==> src/inc/urcf_pkg.sv <==
/*
  Shared constants and types for the serial port with request-to-send and
  clear-to-send flow control: character width, receive buffer depth, the
  flow control threshold, line reset levels and the received-character carrier.
  Assumes the includer compiles it before the design file.
*/
`default_nettype none

package urcf_pkg;

  // character layout
  localparam int unsigned URCF_DATA_W = 8;
  localparam int unsigned URCF_BIT_W = 3;
  localparam logic [2:0] URCF_LAST_BIT = 3'h7;

  // receive buffer
  localparam int unsigned URCF_FIFO_DEPTH = 8;
  localparam int unsigned URCF_CNT_W = 4;
  // free slots below this make the port hold off the host
  localparam logic [3:0] URCF_RTS_FREE_MIN = 4'h2;

  // bit timing: divisor in clock cycles per bit
  localparam int unsigned URCF_DIV_W = 16;
  localparam logic [15:0] URCF_DIV_MIN = 16'h0002;

  // line levels; handshake lines are active low
  localparam logic URCF_LINE_IDLE = 1'h1;
  localparam logic URCF_LINE_START = 1'h0;
  localparam logic URCF_HS_ASSERTED = 1'h0;
  localparam logic URCF_HS_DEASSERTED = 1'h1;

  // one received character with its error flags
  typedef struct packed {
    logic [URCF_DATA_W-1:0] data;
    logic parity_err;
    logic frame_err;
  } urcf_rx_char_t;

  localparam int unsigned URCF_RX_W = $bits(urcf_rx_char_t);

endpackage : urcf_pkg

`default_nettype wire

==> src/core/urcf_uart.sv <==
/*
  Full-duplex asynchronous serial port with active-low request-to-send and
  clear-to-send flow control, parity generation and checking, and an
  eight-word receive buffer. Holds the buffer module and the port top.
  Assumes one 250 MHz clock i_mclk, a synchronous active-low reset i_rstn,
  and pins that arrive from outside the clock domain.
*/
`default_nettype none

// receive buffer: width and depth shape the storage
module urcf_fifo #(
  parameter int unsigned W = 10,
  parameter int unsigned DEPTH = 8,
  parameter int unsigned CW = 4
) (
  // clock and reset
  input wire logic i_mclk,
  input wire logic i_rstn,
  // fill side
  input wire logic i_in_valid,
  output logic o_in_ready,
  input wire logic [W-1:0] i_in_data,
  // drain side
  output logic o_out_valid,
  input wire logic i_out_ready,
  output logic [W-1:0] o_out_data,
  // fill level
  output logic [CW-1:0] o_count
);
  logic [W-1:0] mem_q [DEPTH];
  logic [CW-2:0] wr_q, wr_d, rd_q, rd_d;
  logic [CW-1:0] cnt_q, cnt_d;
  logic push, pop;

  // pointer and level update; full and empty come from the level only
  always_comb begin
    push = i_in_valid && o_in_ready;
    pop = o_out_valid && i_out_ready;
    wr_d = push ? wr_q + 1'h1 : wr_q;
    rd_d = pop ? rd_q + 1'h1 : rd_q;
    cnt_d = cnt_q;
    if (push && !pop) begin
      cnt_d = cnt_q + 1'h1;
    end else if (pop && !push) begin
      cnt_d = cnt_q - 1'h1;
    end
  end

  always_ff @(posedge i_mclk) begin
    if (!i_rstn) begin
      wr_q <= '0;
      rd_q <= '0;
      cnt_q <= '0;
    end else begin
      wr_q <= wr_d;
      rd_q <= rd_d;
      cnt_q <= cnt_d;
    end
  end

  // storage has no reset; words are only read once written
  always_ff @(posedge i_mclk) begin
    if (push) begin
      mem_q[wr_q] <= i_in_data;
    end
  end

  assign o_in_ready = (cnt_q != CW'(DEPTH));
  assign o_out_valid = (cnt_q != '0);
  assign o_out_data = mem_q[rd_q];
  assign o_count = cnt_q;

endmodule : urcf_fifo

module urcf_uart
  import urcf_pkg::*;
(
  // clock and reset
  input wire logic i_mclk,
  input wire logic i_rstn,
  // line configuration, static while characters move
  input wire logic [URCF_DIV_W-1:0] i_baud_div,
  input wire logic i_parity_en,
  input wire logic i_parity_odd,
  input wire logic i_two_stop,
  // characters to send
  input wire logic i_tx_valid,
  output logic o_tx_ready,
  input wire logic [URCF_DATA_W-1:0] i_tx_data,
  // received characters
  output logic o_rx_valid,
  input wire logic i_rx_ready,
  output urcf_rx_char_t o_rx_char,
  output logic o_rx_overrun,
  // pins: transmit, receive, request-to-send, clear-to-send
  output logic o_shared_pin_twenty_one,
  output logic o_shared_pin_twenty_one_oe_n,
  input wire logic i_shared_pin_twenty_two,
  output logic o_shared_pin_twenty_two_pullup,
  output logic o_shared_pin_twenty_three,
  output logic o_shared_pin_twenty_three_oe_n,
  input wire logic i_shared_pin_twenty_four,
  output logic o_shared_pin_twenty_four_pulldown
);

  typedef enum logic [2:0] {
    URCF_S_IDLE,
    URCF_S_START,
    URCF_S_DATA,
    URCF_S_PAR,
    URCF_S_STOP
  } urcf_state_t;

  // parity bit for a character: even or odd sense
  function automatic logic urcf_parity(input logic [URCF_DATA_W-1:0] d, input logic odd);
    urcf_parity = (^d) ^ odd;
  endfunction : urcf_parity

  // two-flop synchronisers for the receive and clear-to-send pins
  logic [1:0] rx_sync_q, rx_sync_d, cts_sync_q, cts_sync_d;
  logic rxd, cts_on;

  always_comb begin
    rx_sync_d = {rx_sync_q[0], i_shared_pin_twenty_two};
    cts_sync_d = {cts_sync_q[0], i_shared_pin_twenty_four};
  end

  always_ff @(posedge i_mclk) begin
    if (!i_rstn) begin
      rx_sync_q <= {2{URCF_LINE_IDLE}};
      cts_sync_q <= {2{URCF_HS_DEASSERTED}};
    end else begin
      rx_sync_q <= rx_sync_d;
      cts_sync_q <= cts_sync_d;
    end
  end

  assign rxd = rx_sync_q[1];
  assign cts_on = (cts_sync_q[1] == URCF_HS_ASSERTED);

  // transmit path
  urcf_state_t tx_st_q, tx_st_d;
  logic [URCF_DIV_W-1:0] tx_cnt_q, tx_cnt_d;
  logic [URCF_BIT_W-1:0] tx_bit_q, tx_bit_d;
  logic [URCF_DATA_W-1:0] tx_sh_q, tx_sh_d;
  logic tx_par_q, tx_par_d;
  logic tx_line_q, tx_line_d;
  logic tx_tick;

  // a held-off character waits in idle; one already on the wire completes
  always_comb begin
    tx_st_d = tx_st_q;
    tx_cnt_d = tx_cnt_q;
    tx_bit_d = tx_bit_q;
    tx_sh_d = tx_sh_q;
    tx_par_d = tx_par_q;
    tx_line_d = tx_line_q;
    tx_tick = (tx_cnt_q == i_baud_div - 1'h1);
    o_tx_ready = (tx_st_q == URCF_S_IDLE) && cts_on;
    if (tx_st_q != URCF_S_IDLE) begin
      tx_cnt_d = tx_tick ? '0 : tx_cnt_q + 1'h1;
    end
    case (tx_st_q)
      URCF_S_IDLE: begin
        tx_line_d = URCF_LINE_IDLE;
        if (i_tx_valid && o_tx_ready) begin
          tx_sh_d = i_tx_data;
          tx_par_d = urcf_parity(i_tx_data, i_parity_odd);
          tx_cnt_d = '0;
          tx_line_d = URCF_LINE_START;
          tx_st_d = URCF_S_START;
        end
      end
      URCF_S_START: begin
        if (tx_tick) begin
          tx_bit_d = '0;
          tx_line_d = tx_sh_q[0];
          tx_st_d = URCF_S_DATA;
        end
      end
      URCF_S_DATA: begin
        if (tx_tick) begin
          tx_sh_d = tx_sh_q >> 1;
          tx_bit_d = tx_bit_q + 1'h1;
          tx_line_d = tx_sh_q[1];
          if (tx_bit_q == URCF_LAST_BIT) begin
            tx_bit_d = '0;
            tx_line_d = i_parity_en ? tx_par_q : URCF_LINE_IDLE;
            tx_st_d = i_parity_en ? URCF_S_PAR : URCF_S_STOP;
          end
        end
      end
      URCF_S_PAR: begin
        if (tx_tick) begin
          tx_line_d = URCF_LINE_IDLE;
          tx_st_d = URCF_S_STOP;
        end
      end
      URCF_S_STOP: begin
        if (tx_tick) begin
          if (i_two_stop && tx_bit_q == '0) begin
            tx_bit_d = 3'h1;
          end else begin
            tx_bit_d = '0;
            tx_st_d = URCF_S_IDLE;
          end
        end
      end
      default: begin
        tx_line_d = URCF_LINE_IDLE;
        tx_st_d = URCF_S_IDLE;
      end
    endcase
  end

  always_ff @(posedge i_mclk) begin
    if (!i_rstn) begin
      tx_st_q <= URCF_S_IDLE;
      tx_cnt_q <= '0;
      tx_bit_q <= '0;
      tx_sh_q <= '0;
      tx_par_q <= 1'h0;
      tx_line_q <= URCF_LINE_IDLE;
    end else begin
      tx_st_q <= tx_st_d;
      tx_cnt_q <= tx_cnt_d;
      tx_bit_q <= tx_bit_d;
      tx_sh_q <= tx_sh_d;
      tx_par_q <= tx_par_d;
      tx_line_q <= tx_line_d;
    end
  end

  // receive path, independent of the transmit path
  urcf_state_t rx_st_q, rx_st_d;
  logic [URCF_DIV_W-1:0] rx_cnt_q, rx_cnt_d;
  logic [URCF_BIT_W-1:0] rx_bit_q, rx_bit_d;
  logic [URCF_DATA_W-1:0] rx_sh_q, rx_sh_d;
  logic rx_perr_q, rx_perr_d;
  logic rx_push_q, rx_push_d;
  logic rx_ferr_q, rx_ferr_d;
  logic ovr_q, ovr_d;
  logic rx_tick, rx_mid;
  logic fifo_in_ready;
  logic [URCF_CNT_W-1:0] fifo_count;
  urcf_rx_char_t rx_word;

  // sampling mid-bit: start is rechecked half a bit in to reject glitches
  always_comb begin
    rx_st_d = rx_st_q;
    rx_cnt_d = rx_cnt_q + 1'h1;
    rx_bit_d = rx_bit_q;
    rx_sh_d = rx_sh_q;
    rx_perr_d = rx_perr_q;
    rx_ferr_d = rx_ferr_q;
    rx_push_d = 1'h0;
    rx_tick = (rx_cnt_q == i_baud_div - 1'h1);
    rx_mid = (rx_cnt_q == (i_baud_div >> 1));
    if (rx_tick) begin
      rx_cnt_d = '0;
    end
    case (rx_st_q)
      URCF_S_IDLE: begin
        rx_cnt_d = '0;
        if (rxd == URCF_LINE_START) begin
          rx_st_d = URCF_S_START;
        end
      end
      URCF_S_START: begin
        if (rx_mid) begin
          rx_cnt_d = '0;
          rx_bit_d = '0;
          rx_perr_d = 1'h0;
          rx_st_d = (rxd == URCF_LINE_START) ? URCF_S_DATA : URCF_S_IDLE;
        end
      end
      URCF_S_DATA: begin
        if (rx_tick) begin
          rx_sh_d = {rxd, rx_sh_q[URCF_DATA_W-1:1]};
          rx_bit_d = rx_bit_q + 1'h1;
          if (rx_bit_q == URCF_LAST_BIT) begin
            rx_st_d = i_parity_en ? URCF_S_PAR : URCF_S_STOP;
          end
        end
      end
      URCF_S_PAR: begin
        if (rx_tick) begin
          rx_perr_d = (rxd != urcf_parity(rx_sh_q, i_parity_odd));
          rx_st_d = URCF_S_STOP;
        end
      end
      URCF_S_STOP: begin
        // only the first stop bit is checked, so a second one is tolerated
        if (rx_tick) begin
          rx_ferr_d = (rxd != URCF_LINE_IDLE);
          rx_push_d = 1'h1;
          rx_st_d = URCF_S_IDLE;
        end
      end
      default: begin
        rx_st_d = URCF_S_IDLE;
      end
    endcase
    // overrun pulses when a finished character finds the buffer full
    ovr_d = rx_push_q && !fifo_in_ready;
  end

  always_ff @(posedge i_mclk) begin
    if (!i_rstn) begin
      rx_st_q <= URCF_S_IDLE;
      rx_cnt_q <= '0;
      rx_bit_q <= '0;
      rx_sh_q <= '0;
      rx_perr_q <= 1'h0;
      rx_ferr_q <= 1'h0;
      rx_push_q <= 1'h0;
      ovr_q <= 1'h0;
    end else begin
      rx_st_q <= rx_st_d;
      rx_cnt_q <= rx_cnt_d;
      rx_bit_q <= rx_bit_d;
      rx_sh_q <= rx_sh_d;
      rx_perr_q <= rx_perr_d;
      rx_ferr_q <= rx_ferr_d;
      rx_push_q <= rx_push_d;
      ovr_q <= ovr_d;
    end
  end

  always_comb begin
    rx_word.data = rx_sh_q;
    rx_word.parity_err = rx_perr_q;
    rx_word.frame_err = rx_ferr_q;
  end

  // receive buffer; downloads pass through here like any other data
  urcf_fifo #(
    .W(URCF_RX_W),
    .DEPTH(URCF_FIFO_DEPTH),
    .CW(URCF_CNT_W)
  ) u_rx_fifo (
    .i_mclk(i_mclk),
    .i_rstn(i_rstn),
    .i_in_valid(rx_push_q),
    .o_in_ready(fifo_in_ready),
    .i_in_data(rx_word),
    .o_out_valid(o_rx_valid),
    .i_out_ready(i_rx_ready),
    .o_out_data(o_rx_char),
    .o_count(fifo_count)
  );

  // request-to-send: drop it with room to spare for a character in flight
  logic rts_q, rts_d;

  always_comb begin
    rts_d = URCF_HS_ASSERTED;
    if (4'(URCF_FIFO_DEPTH) - fifo_count < URCF_RTS_FREE_MIN) begin
      rts_d = URCF_HS_DEASSERTED;
    end
  end

  always_ff @(posedge i_mclk) begin
    if (!i_rstn) begin
      rts_q <= URCF_HS_ASSERTED;
    end else begin
      rts_q <= rts_d;
    end
  end

  // pin drive and pad configuration, fixed after reset
  assign o_shared_pin_twenty_one = tx_line_q;
  assign o_shared_pin_twenty_one_oe_n = 1'h0;
  assign o_shared_pin_twenty_two_pullup = 1'h1;
  assign o_shared_pin_twenty_three = rts_q;
  assign o_shared_pin_twenty_three_oe_n = 1'h0;
  assign o_shared_pin_twenty_four_pulldown = 1'h1;
  assign o_rx_overrun = ovr_q;

endmodule : urcf_uart

`default_nettype wire

==> config.mk <==
export PLATFORM = sky130hd
export DESIGN_NAME = urcf_uart
export DESIGN_NICKNAME = d
export VERILOG_FILES = /design/src/inc/urcf_pkg.sv /design/src/core/urcf_uart.sv
export SDC_FILE = /design/constraint.sdc
export NUM_CORES = 1
export LEC_CHECK = 0
export ABC_AREA = 1
export CORE_ASPECT_RATIO = 1.4
export CORE_MARGIN = 2
export CORE_UTILIZATION = 50
export CTS_BUF_LIST = sky130_fd_sc_hd__clkbuf_4
export CTS_CLUSTER_SIZE = 24
export DETAILED_ROUTE_END_ITERATION = 10
export DONT_BUFFER_PORTS = 1
export GPL_ROUTABILITY_DRIVEN = 0
export PLACE_DENSITY_LB_ADDON = 0.15
export SLEW_MARGIN = 20
export SYNTH_ARGS = -nofsm -noshare
export SYNTH_HDL_FRONTEND = slang
export SYNTH_SLANG_ARGS = --single-unit
==> constraint.sdc <==
create_clock -name i_mclk -period 2.77 [get_ports i_mclk]
set_input_delay 0.1385 -clock i_mclk [delete_from_list [all_inputs] [get_ports i_mclk]]
set_output_delay 0.1385 -clock i_mclk [all_outputs]
set_load 0.02 [all_outputs]
After elaboration in Yosys (flattened, before gate mapping). Memories as Yosys holds them, arrays and structs flattened. A register that Yosys moved wholly into a read port is not among the register bits. Cells that the tools add are included.

Bits in registers: 81. Memory bits (writable): 80. Memories: 1. Logic and storage cells: 153.

Reductions and logical operators: 34. Bitwise logic cells: 5. Add/subtract/negate cells: 10. Order comparisons: 1. Equal/unequal tests: 28. Muxes and demuxes: 54.

Memories: u_rx_fifo.mem_q (depth 8, width 10, read ports 1, clocked after Yosys merged registers in 1, wr ports 1, line urcf_uart.sv:30) `logic [W-1:0] mem_q [DEPTH];`.

Operator list (number): 16-bit 2-to-1 mux (6); 3-bit 2-to-1 mux (22); 16-bit by 1-bit adder with 16-bit output, second input constant (2); 16-bit == test (2); 16-bit case mux with 2 select lines (1); 3-bit case mux with 5 select lines (2); 2-bit inequality test, second input constant (12); 16-bit by 15-bit == test with 1-bit output (1); 8-bit 2-to-1 mux (2); 8-bit case mux with 2 select lines (1); 8-bit parity (2); 16-bit by 1-bit subtractor with 16-bit output, second input constant (1); 1-bit 2-to-1 mux (13); 3-bit by 1-bit adder with 3-bit output, second input constant (4); 3-bit by 2-bit == test with 1-bit output, second input constant (4); 3-bit == test, second input constant (4); 3-bit zero test (3); 3-bit case mux with 3 select lines (1); 3-bit AND reduction (3); 1-bit logical AND (8); 4-bit 2-to-1 mux (2); 2-bit AND reduction (4); 4-bit AND reduction (2); 2-bit nonzero test (4); other kinds (19) (26).

Logic depth before layout (Yosys ltp).
Word-level depth: 6. Depth in mapped cells: 17. Mapped depth without buffers: 17.

Modules after synthesis. A second synthesis with hierarchy kept.

Cell total of the unflattened synthesis: 1172. Area total of the unflattened synthesis: 8909.8 um2.

Modules (own cells, without submodules): urcf_uart (area an instance 5044.8 um2, instances 1, cells an instance 833); urcf_fifo (area an instance 3865.0 um2, instances 1, cells an instance 339).

Worst setup path after synthesis. No wires, ideal clock.

Kind: register to register. Start: register u_rx_fifo.cnt_q[0], in the netlist u_rx_fifo.o_count[0]. End: register u_rx_fifo.cnt_q[3], in the netlist u_rx_fifo.o_count[3]. Stages on the path, launching flop included: 18. Library setup time: 0.119 ns. Slack: 0.319 ns. Clock period less this slack: 2.451 ns. Arrival: 2.331 ns. Path buffers: 0. Path through: dfxtp_1 > inv_1 > ha_1 > inv_1 > nor2_1 > nand2_1 > nand2_1 > ha_1 > inv_1 > ha_1 > nand2_1 > nor2_1 > a211oi_1 > nor2_1 > nor2_1 > nand2_1 > o21ai_0 > a21oi_1.

Word-level cells in the longest chain between the ends: 5. Elaborated cells between the ends (all ways): 13.

Ends and longest elaborated chain: start, declared (line urcf_uart.sv:32) `logic [CW-1:0] cnt_q, cnt_d;`; start signal, assigned (line urcf_uart.sv:57) `cnt_q <= cnt_d;`; 4-bit nonzero test * (line urcf_uart.sv:69) `assign o_out_valid = (cnt_q != '0);`; net o_rx_valid (line urcf_uart.sv:91) `output logic o_rx_valid,`; 1-bit logical AND * (line urcf_uart.sv:38) `pop = o_out_valid && i_out_ready;`; 1-bit zero test (line urcf_uart.sv:42) `if (push && !pop) begin`; 1-bit logical AND (line urcf_uart.sv:42); 4-bit 2-to-1 mux / 2-bit nonzero test (equally long branches).

The timed path passes the listed nets; every way through them passes the cells marked *. The select of a mux whose other input is x is not followed. A chain may end at the register's enable or synchronous reset.

Worst setup path after layout.
Start: register u_rx_fifo.cnt_q[0], in the netlist u_rx_fifo.o_count[0]. End: register u_rx_fifo.cnt_q[3], in the netlist u_rx_fifo.o_count[3].

Word-level cells in the longest chain between the ends: 5. Elaborated cells between the ends (all ways): 13.

Ends and longest elaborated chain: 4-bit inequality test * (line urcf_uart.sv:68) `assign o_in_ready = (cnt_q != CW'(DEPTH));`; 1-bit logical AND * (line urcf_uart.sv:37) `push = i_in_valid && o_in_ready;`; net u_rx_fifo.push (line urcf_uart.sv:33) `logic push, pop;`; 1-bit zero test (line urcf_uart.sv:44) `end else if (pop && !push) begin`; 1-bit logical AND (line urcf_uart.sv:44); 2-bit nonzero test (no source line).

Marks and branches as above.

==> results <==
- The max-slew violation count is 0.
- The number of max-cap violations is 0.
- The library cell used most frequently in the layout, excluding fill and tap cells, is nand2_1.
- After the last flow step, the layout net total stands at 1204.
- The smallest clock period supported by the final layout is computed as 2.46 ns.
- The starting utilization of the core area is between 50% and 60%.
- The worst path uses 89.0% of the clock period.
- The die is 160 um tall.
- The largest individual stage delay along the critical path comes from the cell dfxtp_2.
- The total overflow reported by the global router is 0.
- The completed layout was analyzed and its total power is 6.17 mW.
- The share of the Yosys chip area taken by registers is around 47%.
- At the worst endpoint, the arrival time is 2.96 ns.
- Entering global routing, the biggest net connects 31 pins.
- The distinct cell type count of the synthesized netlist is 41.
- The cell chosen for the clock root is clkbuf_4.
- The ratio of routed vias to standard cells is 5.25.
- The clock net sink count is around 160.
- The run finished with clean final reports.
- In this run the deepest clock path goes through 2 buffers.
- The largest clock skew in the final design is between 0.02 and 0.03 ns.
- For this design the top-level I/O count stands at 52.
- Synthesis inferred 164 register bits.
- The top cell family by delay on the critical path is adder cells.
- Relative to the synthesized area, the layout overhead comes to 9.48%.
- Counting the fill cells in the layout gives 1609.
- The type of origin of the critical path is a register.
- The setup TNS is 0 ns.
- The number of global-route vias before repair is around 7000.
- The maximum level of the CTS H-tree is 4.
- The detail route stage leaves a number of antenna-violating nets equal to 0.
- For this run, design rule violations remaining after detail routing come to 0.
- The worst-case IR drop observed on VDD is about 0.34 mV.
- The per-instance average area after synthesis is 7.68 sq um.
- The worst slew slack as a fraction of its limit is 55.8%.
- The initialized floorplan defines 56 standard-cell rows.
- After detailed routing, the average wire length per cell comes to ~14 um.
- In this design, the stage delay of the slowest critical-path cell is 0.39 ns.
- The CTS tree is done.
- The number of port buffers is 0.
- After detailed routing, the total wire length is roughly 20000 um.
- The number of buffers and inverters on the critical path is 3.
- For the worst-skew pair, the clock arrives at the later sink with an insertion delay of 0.59 ns.
- The number of warnings reported in the yosys synthesis log is 0.
- The top cell types in the final layout, fill and taps aside, are 235 x nand2_1, 184 x nor2_1, 117 x inv_1, 109 x nand3_1, 81 x dfxtp_1.
- The number of CTS-inserted buffers is 17.
- The overall global routing resource usage is 22.7%.
- Setup violations remaining at the end of the flow were counted as 0.
- The sum of net half-perimeters after detailed placement is approximately 15000 um.
- Setup repair after global routing left no endpoint under its margin.
- The cell with the most instances on the worst path is nor2_1.
- After clock tree synthesis, the clock-pin slew on the worst setup and hold paths is 0.16 ns.
- The peak clock frequency supported by timing is 406 MHz.
- The detailed router finished its first iteration with 439 violations.
- The placeable core area is 16900 sq um.
- The required time of the worst setup path is 3.27 ns.
- The worst setup path is captured at a register.
- The mapped cell area is between 8000 and 9000 sq um.
- The die area is 18400 sq um.
- The worst hold path belongs to the class in -> reg.
- In this run the static leakage power is 3.65 nW.
- Along the worst path, the maximum fanout reaches 3.
- The die is around 120 um wide.
- The iteration count of the initial detailed-routing pass is 5.
- Traced cell by cell, the critical path runs through inv_1 -> ha_1 -> inv_1 -> nor3_1 -> nor2_1 -> ha_2 -> inv_1 -> ha_1 -> nand2_1 -> nor2_1 -> a211oi_2 -> nor2_1 -> nor2_1 -> nand2_1 -> o21ai_0 -> a21oi_1.
- The first-pass GRT wire length is 33200 um.
- The transition at the pin with the smallest max-transition slack is ~0.66 ns.
- The initial antenna violation count is 1.
- The number of vias in the routed layout is 7354.
- Before CTS, the worst setup slack after placement is 0.221 ns.
- The path type of the worst setup path is reg -> reg.
- The number of hold violations in the final report is 0.
- The power density over cell area is about 650 nW/um^2.
- The fraction of layout instances using a drive strength above 1 is roughly 7.4%.
- The final worst-path setup slack is 0.306 ns.
- The post-synthesis instance total is roughly 1100.
## worst paths after layout
path / from / endpoint / slack [ns] / cells after the start
setup / recovery: u_rx_fifo.o_count[0] / u_rx_fifo.o_count[3] / 0.31 / 16
setup reg to reg: u_rx_fifo.o_count[0] / u_rx_fifo.o_count[3] / 0.31 / 16
hold / removal: i_baud_div[12] / rx_push_q / 0.06 / 6
hold reg to reg: rx_sync_q[0] / rx_sync_q[1] / 0.43 / 1
## kinds of logic after synthesis
kind of cell    after synthesis  synth area share (%)
xor+xnor                     42                  4.25
mux                           1                 0.116
other cells                   2                0.0868
fa+ha+maj                    15                  2.26
simple gates                609                  30.5
flops                       164                  47.2
buf+inv                     149                  6.66
compound gates              145                  8.98
## tightest hold or removal path: cells and delay by family
family | cells | cell delay (ns)
buffers and inverters | 1 | 0.03
AOI/OAI and AO/OA | 1 | 0.11
and+or+nand+nor | 4 | 0.33
## power by group
| group | total, mW | switching, mW | internal [mW] |
|---|---|---|---|
| combinational | 1.87 | 1.25 | 0.617 |
| sequential | 2.83 | 0.164 | 2.66 |
| clock | 1.48 | 0.975 | 0.503 |
## area by class of cell
type	instances	area, sq um	area share (%)
inverters	120	454	4.79
clock buffers	17	128	1.35
clock inverters	15	181	1.91
repair buffers	37	320	3.38
flip-flops and latches	164	4090	43.1
diodes	1	2.50	0.0264
well taps	232	290	3.06
multi-input cells	816	4010	42.3
## what timing repair did
item / in CTS / in global routing
hold buffers: 17 / 0
endpoints found under the hold margin: 60 / 0
endpoints found under the setup margin: 0 / 5
buffers inserted: 0 / 0
resized for setup: 0 / 7
## layer usage
metal | vias up | GRT usage [%] | routed length, um
li1 | 3789 | - | -
met1 | 3363 | 23.7 | 8030
met2 | 155 | 43.2 | 11000
met3 | 47 | 4.48 | 610
met4 | 0 | 9.47 | 658
met5 | - | 0 | 0
## stage by stage
stage / instance area, sq um / util, % / cells / hold slack, ns
detailed placement: 8980 / 53.2 / 1352 / 0.233
global route: 9480 / 56.1 / 1402 / 0.0329
finish: 9480 / 56.1 / 1402 / 0.0576
global placement: 8980 / 53.2 / 1352 / 0.237
CTS: 9460 / 56.0 / 1401 / 0.0296
floorplan: 8660 / - / 1129 / 0.245
## cell usage after synthesis
master    number  area share (%)
nand2_1      236              10
a21boi_0       1           0.087
xor2_1        28             2.8
nand3_2        4            0.46
nand3_1      109             6.3
inv_1        118             5.1
nand2_4        1            0.13
buf_4          4            0.35
o31ai_1        1           0.087
and2_1         2            0.14
nor3_2         1            0.12
xnor2_1       14             1.4
a21oi_1       43             2.5
nor2_1       184             8.0
nor4_1         2            0.14
o21ai_0       61             3.5
o211ai_1       1           0.087
buf_2          2            0.12
or2_2          4            0.29
and3_1         2            0.14
nand4_1       22             1.6
o32ai_1        1            0.10
nor2_4         3            0.39
nor2_2         8            0.58
a211oi_1       2            0.17
a31oi_1       12            0.87
nor3b_1        3            0.26
edfxtp_1      80              28
conb_1         2           0.087
fa_1           1            0.23
clkinv_1       1           0.043
dfxtp_1       84              19
o22ai_1       13            0.94
nor3_1        23             1.3
nand2_2        5            0.36
mux2i_1        1            0.12
inv_2          1           0.043
clkbuf_1      23             1.0
ha_1          14             2.0
o311ai_0       1            0.10
o21ai_1        9            0.52
## flip-flops by register name, summed over array words and instances (netlist names), 2 cells and up, named ones only
| name | cells |
|---|---|
| u_rx_fifo.o_count | 4 |
| tx_sh_q | 8 |
| u_rx_fifo.rd_q | 3 |
| u_rx_fifo.wr_q | 3 |
| rx_sync_q | 2 |
| u_rx_fifo.mem_q | 80 |
| rx_bit_q | 3 |
| rx_sh_q | 8 |
| rx_cnt_q | 16 |
| cts_sync_q | 2 |
| tx_bit_q | 3 |
| rx_st_q | 3 |
| tx_cnt_q | 16 |
| tx_st_q | 3 |
Power figures use the tool's default switching activity.
